[config.mk]
export PLATFORM = sky130hd
export DESIGN_NAME = cpq_core
export DESIGN_NICKNAME = d
export VERILOG_FILES = /design/src/cpq_pkg.sv /design/src/cpq_queue.sv /design/src/cpq_core.sv
export VERILOG_INCLUDE_DIRS = /design/src
export SDC_FILE = /design/constraint.sdc
export NUM_CORES = 1
export LEC_CHECK = 0
export BUFFER_PORTS_ARGS = -buffer_cell sky130_fd_sc_hd__buf_2
export CORE_MARGIN = 3
export CORE_UTILIZATION = 35
export CTS_CLUSTER_DIAMETER = 40
export DETAILED_ROUTE_END_ITERATION = 10
export GPL_ROUTABILITY_DRIVEN = 0
export PLACE_DENSITY = 0.51
export SYNTH_ARGS = -nofsm -noshare
export SYNTH_HDL_FRONTEND = slang
export SYNTH_SLANG_ARGS = --single-unit
[constraint.sdc]
create_clock -name REF_CLK -period 22.4 [get_ports REF_CLK]
set_clock_uncertainty 0.2 [all_clocks]
set_input_delay 0 -clock REF_CLK [delete_from_list [all_inputs] [get_ports REF_CLK]]
set_output_delay 0 -clock REF_CLK [all_outputs]
set_load 0.02 [all_outputs]
[src/cpq_params.svh]
`ifndef CPQ_PARAMS_SVH
`define CPQ_PARAMS_SVH
// Word and address widths
`define CPQ_WORD_W        16
`define CPQ_ADDR_W        20
`define CPQ_SEG_SHIFT     4
// Queue depths of the two bus variants
`define CPQ_NARROW_DEPTH  4
`define CPQ_WIDE_DEPTH    6
// Free bytes needed before a prefetch starts
`define CPQ_NARROW_NEED   3'h1
`define CPQ_WIDE_NEED     3'h2
// Register select codes
`define CPQ_R_ACC         4'h0
`define CPQ_R_BASE        4'h1
`define CPQ_R_COUNT       4'h2
`define CPQ_R_DEXT        4'h3
`define CPQ_R_SP          4'h4
`define CPQ_R_FP          4'h5
`define CPQ_R_SRC         4'h6
`define CPQ_R_TGT         4'h7
`define CPQ_R_CS          4'h8
`define CPQ_R_DS          4'h9
`define CPQ_R_SS          4'hA
`define CPQ_R_ES          4'hB
// Reset values
`define CPQ_IP_RST        16'h0000
`define CPQ_REG_RST       16'h0000
`endif

[src/cpq_pkg.sv]
package cpq_pkg;
   typedef logic [15:0] cpq_word_t;             // Execution datapath word
   typedef logic [19:0] cpq_addr_t;             // Relocated bus address
   typedef enum logic [2:0] {
      REG_NOP, REG_RD, REG_WR_WORD, REG_WR_LOW, REG_WR_HIGH, REG_MUL_BYTE, REG_MUL_WORD
   } cpq_regop_t;                               // Register port operations
   typedef enum logic [1:0] {SEG_DATA, SEG_EXTRA, SEG_STACK} cpq_seg_t;
   typedef enum logic [1:0] {BST_IDLE, BST_FETCH, BST_OPER} cpq_bst_t;
   typedef struct packed {                      // Operand request from execution
      logic      req;
      logic      wr;
      logic      word;
      logic      io;
      cpq_seg_t  seg;
      cpq_word_t ofs;
      cpq_word_t wdata;
   } cpq_opr_t;
   typedef struct packed {                      // External bus request
      logic      req;
      logic      wr;
      logic      word;
      logic      io;
      cpq_addr_t addr;
      cpq_word_t wdata;
   } cpq_bus_t;
   typedef struct packed {                      // Whole core state
      cpq_bst_t              bst;
      logic [7:0][15:0]      gpr;
      logic [3:0][15:0]      seg;
      cpq_word_t             ip;
      logic                  discard;
      logic                  opr_pend;
      cpq_opr_t              opr;
      cpq_bus_t              bus;
      logic                  opr_done;
      cpq_word_t             opr_rdata;
      cpq_word_t             reg_rdata;
      cpq_word_t             saved_ip;
   } cpq_core_st_t;
endpackage : cpq_pkg

[src/cpq_queue.sv]
`timescale 1ns/100ps
`default_nettype none
module cpq_queue #(
   parameter int DEPTH = 6
) (
   input  wire logic       clk,
   input  wire logic       rst,
   input  wire logic       ce,
   input  wire logic       flush,      // Drop every byte
   input  wire logic [1:0] push_n,     // Bytes appended this cycle
   input  wire logic [15:0] push_data, // Low byte is the lower address
   input  wire logic       pop,        // Head byte consumed
   output logic [7:0]      head,
   output logic [2:0]      count,
   output logic [2:0]      free
);
   typedef struct packed {
      logic [DEPTH-1:0][7:0] mem;     // Entry 0 is the head
      logic [2:0]            cnt;
   } cpq_queue_st_t;
   cpq_queue_st_t s_reg, s_next;
   logic [2:0] base;                  // Fill level after the pop

   generate
      if (DEPTH < 2 || DEPTH > 7) begin : g_bad
         $error("cpq_queue depth out of range");
      end
   endgenerate

   // Shift out on pop, append in address order
   always_comb begin
      s_next = s_reg;
      base   = s_reg.cnt;
      if (flush) begin
         s_next.cnt = 3'h0;
      end else begin
         if (pop && s_reg.cnt != 3'h0) begin
            s_next.mem = s_reg.mem >> 8;
            base = s_reg.cnt - 3'h1;
         end
         for (int i = 0; i < DEPTH; i++) begin
            if (push_n != 2'h0 && 3'(i) == base) s_next.mem[i] = push_data[7:0];
            if (push_n == 2'h2 && 3'(i) == base + 3'h1) s_next.mem[i] = push_data[15:8];
         end
         s_next.cnt = base + {1'b0, push_n};
      end
   end

   // State register
   always_ff @(posedge clk or posedge rst) begin
      if (rst) begin
         s_reg <= '0;
      end else if (ce) begin
         s_reg <= s_next;
      end
   end

   assign head  = s_reg.mem[0];
   assign count = s_reg.cnt;
   assign free  = 3'(DEPTH) - s_reg.cnt;
endmodule // cpq_queue
`default_nettype wire

[src/cpq_core.sv]
// Summary of operation
// [RL1] Execution registers and paths are 16 bits
// [RL2] Instructions come only from the queue
// [RL3] Operand accesses go through the bus part
// [RL4] 16-bit offsets relocated into megabyte space
// [RL5] Queue holds four or six bytes
// [RL6] Narrow: fetch a byte when one free
// [RL7] Wide: fetch only with two free
// [RL8] Wide: word fetches, odd target byte first
// [RL9] Queue holds following bytes in order
// [RL10] Jump flushes queue, refetches from target
// [RL11] Operand request pauses prefetch after current
// [RL12] Eight 16-bit general registers
// [RL13] Byte access only for data registers
// [RL14] Multiply, divide, port I/O use accumulator
// [RL15] Count and index registers feed strings, shifts
// [RL16] Four segment bases, 64k segments
// [RL17] Code base fetches, stack base stacks
// [RL18] Segment registers readable and writable
// [RL19] Pointer saved as next executed offset
// [RL20] No overfill; execution stalls when empty
`include "cpq_params.svh"
`timescale 1ns/100ps
`default_nettype none
module cpq_core #(
   parameter bit WIDE_BUS = 1'b1              // 1: wide-bus variant
) (
   // Clock, reset, enable
   input  wire logic               REF_CLK,
   input  wire logic               RST,
   input  wire logic               CE,
   // External bus
   output cpq_pkg::cpq_bus_t       BUS,
   input  wire logic               BUS_ACK,
   input  wire cpq_pkg::cpq_word_t BUS_RDATA,
   // Instruction stream to the decoder
   output logic                    INS_VALID,
   output logic [7:0]              INS_BYTE,
   input  wire logic               INS_TAKE,
   input  wire logic               JMP_REQ,
   input  wire cpq_pkg::cpq_word_t JMP_OFS,
   // Operand requests
   input  wire cpq_pkg::cpq_opr_t  OPR,
   output logic                    OPR_DONE,
   output cpq_pkg::cpq_word_t      OPR_RDATA,
   // Register port
   input  wire cpq_pkg::cpq_regop_t REG_OP,
   input  wire logic [3:0]         REG_SEL,
   input  wire cpq_pkg::cpq_word_t REG_WDATA,
   input  wire logic [31:0]        MUL_RES,
   output cpq_pkg::cpq_word_t      REG_RDATA,
   // Implicit register views
   output cpq_pkg::cpq_word_t      ACC_WORD,
   output logic [7:0]              SHIFT_COUNT,
   output cpq_pkg::cpq_word_t      STRING_COUNT,
   output cpq_pkg::cpq_word_t      SRC_INDEX,
   output cpq_pkg::cpq_word_t      TGT_INDEX,
   output cpq_pkg::cpq_word_t      SAVED_IP
);
   localparam int DEPTH = WIDE_BUS ? `CPQ_WIDE_DEPTH : `CPQ_NARROW_DEPTH;
   localparam logic [2:0] NEED = WIDE_BUS ? `CPQ_WIDE_NEED : `CPQ_NARROW_NEED;

   cpq_pkg::cpq_core_st_t s_reg, s_next;     // All core state
   logic [7:0]  q_head;                       // Queue head byte
   logic [2:0]  q_count;                      // Bytes held
   logic [2:0]  q_free;                       // Bytes free
   logic [1:0]  q_push;                       // Bytes appended
   logic        q_pop;                        // Head consumed
   logic        fetch_go;                     // Prefetch may start
   logic        fetch_word;                   // Prefetch is two bytes
   logic        fetch_ack;                    // Prefetch answered

   // Data registers alone take byte access
   function automatic logic is_data_reg(input logic [3:0] sel);
      return sel[3:2] == 2'b00; // RL13
   endfunction

   // Whole-word register read
   function automatic cpq_pkg::cpq_word_t reg_read(input cpq_pkg::cpq_core_st_t st,
                                                   input logic [3:0] sel);
      if (sel[3]) return st.seg[sel[1:0]]; // RL18
      return st.gpr[sel[2:0]];
   endfunction

   // Relocate an offset by a segment base
   function automatic cpq_pkg::cpq_addr_t relocate(input cpq_pkg::cpq_word_t base,
                                                   input cpq_pkg::cpq_word_t ofs);
      return {base, 4'h0} + {4'h0, ofs}; // RL4 RL16
   endfunction

   // Segment used by an operand access
   function automatic cpq_pkg::cpq_word_t opr_base(input cpq_pkg::cpq_core_st_t st,
                                                   input cpq_pkg::cpq_seg_t sg);
      unique case (sg)
         cpq_pkg::SEG_STACK: return st.seg[`CPQ_R_SS - `CPQ_R_CS]; // RL17
         cpq_pkg::SEG_EXTRA: return st.seg[`CPQ_R_ES - `CPQ_R_CS];
         default:            return st.seg[`CPQ_R_DS - `CPQ_R_CS];
      endcase
   endfunction

   // Instruction byte queue
   cpq_queue #(.DEPTH(DEPTH)) u_queue (
      .clk       (REF_CLK),
      .rst       (RST),
      .ce        (CE),
      .flush     (JMP_REQ),
      .push_n    (q_push),
      .push_data (fetch_word ? BUS_RDATA
                  : {8'h00, (WIDE_BUS && s_reg.ip[0]) ? BUS_RDATA[15:8] : BUS_RDATA[7:0]}),
      .pop       (q_pop),
      .head      (q_head),
      .count     (q_count),
      .free      (q_free)
   );

   // Prefetch gating and queue strobes
   always_comb begin
      fetch_word = WIDE_BUS && !s_reg.ip[0]; // RL8
      fetch_go   = q_free >= NEED && !s_reg.opr_pend && !OPR.req; // RL6 RL7 RL11 RL20
      fetch_ack  = s_reg.bst == cpq_pkg::BST_FETCH && BUS_ACK;
      q_push     = (fetch_ack && !s_reg.discard && !JMP_REQ)
                   ? (fetch_word ? 2'h2 : 2'h1) : 2'h0; // RL9
      q_pop      = INS_TAKE && q_count != 3'h0 && !JMP_REQ; // RL2 RL20
   end

   // Next-state logic
   always_comb begin
      s_next          = s_reg;
      s_next.opr_done = 1'b0;
      // Latch an operand request until served
      if (OPR.req && !s_reg.opr_pend) begin
         s_next.opr_pend = 1'b1; // RL3
         s_next.opr      = OPR;
      end
      // Bus sequencer
      unique case (s_reg.bst)
         cpq_pkg::BST_IDLE: begin
            if (s_reg.opr_pend) begin
               s_next.bst        = cpq_pkg::BST_OPER; // RL11
               s_next.bus.req    = 1'b1;
               s_next.bus.wr     = s_reg.opr.wr;
               s_next.bus.word   = s_reg.opr.word;
               s_next.bus.io     = s_reg.opr.io;
               s_next.bus.addr   = s_reg.opr.io ? {4'h0, s_reg.opr.ofs}
                                   : relocate(opr_base(s_reg, s_reg.opr.seg), s_reg.opr.ofs);
               s_next.bus.wdata  = s_reg.opr.io ? s_reg.gpr[`CPQ_R_ACC] // RL14
                                   : s_reg.opr.wdata;
            end else if (fetch_go && !JMP_REQ) begin
               s_next.bst        = cpq_pkg::BST_FETCH;
               s_next.bus.req    = 1'b1;
               s_next.bus.wr     = 1'b0;
               s_next.bus.word   = fetch_word;
               s_next.bus.io     = 1'b0;
               s_next.bus.addr   = relocate(s_reg.seg[0], s_reg.ip); // RL17
               s_next.bus.wdata  = 16'h0000;
            end
         end
         cpq_pkg::BST_FETCH: begin
            if (BUS_ACK) begin
               s_next.bst     = cpq_pkg::BST_IDLE;
               s_next.bus.req = 1'b0;
               s_next.discard = 1'b0;
               if (!s_reg.discard && !JMP_REQ) begin
                  s_next.ip = s_reg.ip + {14'h0, q_push}; // RL19
               end
            end else if (JMP_REQ) begin
               s_next.discard = 1'b1; // RL10
            end
         end
         cpq_pkg::BST_OPER: begin
            if (BUS_ACK) begin
               s_next.bst       = cpq_pkg::BST_IDLE;
               s_next.bus.req   = 1'b0;
               s_next.opr_pend  = 1'b0;
               s_next.opr_done  = 1'b1;
               s_next.opr_rdata = BUS_RDATA;
               // Port input lands in the accumulator
               if (s_reg.opr.io && !s_reg.opr.wr) begin
                  if (s_reg.opr.word) s_next.gpr[`CPQ_R_ACC] = BUS_RDATA; // RL14
                  else s_next.gpr[`CPQ_R_ACC][7:0] = BUS_RDATA[7:0];
               end
            end
         end
         // Unused state code falls back to idle
         default: s_next.bst = cpq_pkg::BST_IDLE;
      endcase
      // Control transfer restarts the stream
      if (JMP_REQ) begin
         s_next.ip = JMP_OFS; // RL10
      end
      // Register port
      unique case (REG_OP)
         cpq_pkg::REG_NOP: ;
         cpq_pkg::REG_RD:  s_next.reg_rdata = reg_read(s_reg, REG_SEL);
         cpq_pkg::REG_WR_WORD: begin
            if (REG_SEL[3]) s_next.seg[REG_SEL[1:0]] = REG_WDATA; // RL18
            else s_next.gpr[REG_SEL[2:0]] = REG_WDATA; // RL1 RL12
         end
         cpq_pkg::REG_WR_LOW: begin
            if (is_data_reg(REG_SEL)) s_next.gpr[REG_SEL[2:0]][7:0] = REG_WDATA[7:0]; // RL13
         end
         cpq_pkg::REG_WR_HIGH: begin
            if (is_data_reg(REG_SEL)) s_next.gpr[REG_SEL[2:0]][15:8] = REG_WDATA[7:0]; // RL13
         end
         cpq_pkg::REG_MUL_BYTE: begin
            s_next.gpr[`CPQ_R_ACC] = MUL_RES[15:0]; // RL14
         end
         cpq_pkg::REG_MUL_WORD: begin
            s_next.gpr[`CPQ_R_ACC]  = MUL_RES[15:0]; // RL14
            s_next.gpr[`CPQ_R_DEXT] = MUL_RES[31:16];
         end
         default: ;
      endcase
      // Offset of the next byte to execute
      s_next.saved_ip = s_reg.ip - {13'h0, q_count}; // RL19
   end

   // State register
   always_ff @(posedge REF_CLK or posedge RST) begin
      if (RST) begin
         s_reg    <= '0;
         s_reg.ip <= `CPQ_IP_RST;
      end else if (CE) begin
         s_reg <= s_next;
      end
   end

   // Outputs
   assign BUS          = s_reg.bus;
   assign INS_VALID    = q_count != 3'h0; // RL20
   assign INS_BYTE     = q_head;
   assign OPR_DONE     = s_reg.opr_done;
   assign OPR_RDATA    = s_reg.opr_rdata;
   assign REG_RDATA    = s_reg.reg_rdata;
   assign ACC_WORD     = s_reg.gpr[`CPQ_R_ACC];
   assign SHIFT_COUNT  = s_reg.gpr[`CPQ_R_COUNT][7:0]; // RL15
   assign STRING_COUNT = s_reg.gpr[`CPQ_R_COUNT];
   assign SRC_INDEX    = s_reg.gpr[`CPQ_R_SRC]; // RL15
   assign TGT_INDEX    = s_reg.gpr[`CPQ_R_TGT];
   assign SAVED_IP     = s_reg.saved_ip;

   // Checks
   logic fetch_start;                         // Prefetch issued this cycle
   assign fetch_start = CE && s_reg.bst == cpq_pkg::BST_IDLE
                        && s_next.bst == cpq_pkg::BST_FETCH;
endmodule // cpq_core
`default_nettype wire

==> metrics <==
outcome finished clean; fin nets between 2000 and 3000; Peak VDD IR 0.0786 mV; Die ar. 0.0666 mm^2; drc violations 0; Skew-Pair Late Insertion Delay 0.61 ns; Pre-antenna DRT Iters 8; Seq cells post-synth ~400; max cap viols 0; max FFs per register 185; crit end category flip-flop; core area 0.0623 mm^2; YS warnings 0; row cnt 91; CTS tree built; grt total ovfl 0; Pleak 0.0126 uW; most common cell after layout, fill and taps aside dfrtp_1; clk buf depth 3; Clock Pin Slew Worst Setup and Hold Paths 0.05 ns; fin cells between 3000 and 4000; worst path cell trace inv_1 > ha_1 > nor2b_4 > inv_4 > a21oi_1 > or2_2 > nor2_1 > ha_1 > or3_1 > nor3_1 > a21o_1 > a2bb2oi_1 > dlygate4sd3_1 > a21oi_1; P&R area growth vs syn 27.1%; Synth top area share 43.8%; share of layout cells above drive strength 1 roughly 28%; Worst Path Max Fanout 11; clock sink count 389; prevailing post-synth register cell dfrtp_1; WS Path Type reg -> reg; Filler cells 5885; Die Y 258 um; htree depth 3; Detail Route Antenna Nets 0; Slew Viols, Final 0; library cells used by synthesis 86; vias 18449; highest-count cells in the layout ignoring fill and taps dfrtp_1, buf_2, dlygate4sd3_1; fmax 0.208 GHz; Hold Path Class in -> reg; Multi-input gate area 0.0105 mm^2; largest net degree at the start of global routing 148; top post-synthesis cells by area dfrtp_1, mux2_2, buf_4, mux4_2, o21ai_0; share of flip-flops with an asynchronous set or reset 100%; Final Cycle Share a little over a fifth; mux cell area share after synthesis 15.0%; Power Density about 110 mW/mm^2; Compound-Gate Fraction of Synth Area 18.3%; Total Routing Usage GR 23.4%; post-synthesis adder-cell area fraction 2.64%; Period minus WS final 4.81 ns; Final Hold Fails 0; largest family of logic cells by synthesized area compound AO/OA/AOI/OAI gates; total CTS buffers 81; Post-synth EDFFs 0; register cell area after layout between 0.009 and 0.01 mm^2; CP max stage delay 1.01 ns; final setup fails 0; Die Wd approximately 260 um; Tightest Pin Transition 1.32 ns; number of global-route vias before repair 19065; Avg Vias per Cell around 5.5; IO Pins 301; CP Data Arrival Time between 5 and 6 ns; area leader, netlist dfrtp_1; Worst EP required 22.74 ns; Initial Util 35.7%; post-CTS setup buffer count 0; setup TNS 0 ns; RSZ-0062 raised after global routing no; DRT iter0 DRCs 1548; Inst Count DP between 2000 and 3000; Post-Syn Nets 2323; CTS Root Cell clkbuf_16; Post-Syn Instances 2148; Final HPWL DP 55500 um; Post-Syn Area ~0.022 mm^2; simple-gate share of the synthesized area 9.89%; port buffer count 300; Rel. slew slack 11.5%; element type at the critical path start flip-flop; post-DR wirelength/cell 23.4 um; initial antenna violation count 2; post-synthesis xor/xnor area fraction between 1 and 1.5%; first-pass GRT wire length 120000 um; critical path's slowest cell nor3_1; routed wire length between 70000 and 80000 um; Mean Syn Cell Area 10.4 um^2; register area share after synthesis 43.8%
## Yosys cell counts (10+ instances only)
cell,count
clkbuf_1,110
a21oi_1,117
and2_1,10
a22o_1,49
o22a_1,15
nor2_1,140
mux2i_1,39
a221oi_1,10
nor3_1,31
ha_1,39
buf_2,20
buf_4,170
a221o_1,20
a21o_1,11
buf_1,13
a22oi_1,51
mux4_2,48
nand3_1,21
o21ai_0,163
mux2_2,162
o21a_1,11
nand2b_1,14
nand2_1,190
inv_1,39
dfrtp_1,389
xnor2_1,21
a222oi_1,25
nor2b_1,17
o2bb2ai_1,20
o22ai_1,19
xor2_1,13
## per-stage QoR
step	power, uW	utilization (%)	worst slack [ns]	cell area, um^2	hold WS (ns)
global route	3410	45.4	17.29	28300	0.0959
CTS	3270	45.4	17.68	28300	0.00279
global placement	1930	37.2	18.16	23200	-0.00975
finish	3250	45.4	17.59	28300	0.0578
floorplan	1710	-	11.39	22200	-0.0494
detailed placement	1950	37.2	17.99	23200	-0.00191
## timing repair
item,4_1_cts,5_1_grt
resized for setup,0,0
endpoints found under the hold margin,449,0
hold buffers,224,0
## layout make-up
class                      count  area share (%)
inverter                      40           0.566
clock buffer                 103            7.78
sequential                   389            34.4
timing repair buffer         550            14.0
tap                          837            3.70
antenna                        3          0.0265
multi-input combinational   1403            37.1
clock inverter                46            2.41
## power breakdown
| part | internal, uW | switching, uW |
|---|---|---|
| logic | 385 | 553 |
| clock network | 841 | 426 |
| registers | 877 | 165 |
| total | 2100 | 1140 |
## critical path, delay by kind of cell (launching register included)
kind,cells,cell delay (ns)
and+or+nand+nor,5,1.89
adders and majority gates,2,0.54
AOI/OAI and AO/OA,4,0.86
buffers and inverters,3,0.83
DFF,1,0.43
## final timing paths
| kind | from | end | slack [ns] | cells after the start |
|---|---|---|---|---|
| max | u_queue.count[0] | u_queue.s_reg[39] | 17.59 | 14 |
| min | REG_OP[1] | ACC_WORD[6] | 0.06 | 4 |
| max reg2reg | u_queue.count[0] | u_queue.s_reg[39] | 17.59 | 14 |
| min reg2reg | BUS[20] | BUS[20] | 0.28 | 2 |
| max in group asynchronous | RST | TGT_INDEX[4] | 19.91 | 5 |
| min in group asynchronous | RST | u_queue.head[5] | 0.51 | 4 |
## cell families after synthesis
group / after synthesis
AO/OA/AOI/OAI: 592
AND/OR/NAND/NOR: 482
flip-flops: 389
buffers and inverters: 356
multiplexers: 251
adder cells (fa/ha/maj): 44
XOR/XNOR: 34
## layer usage
layer / global-route usage, % / vias up / share of wire, %
met2: 37.0 / 702 / 46
met5: 0 / - / 0
met4: 8.80 / 0 / 3.6
met3: 5.18 / 157 / 6.8
met1: 31.4 / 9232 / 43
li1: - / 8358 / -
Note: power is estimated with default switching activity, not from simulation.
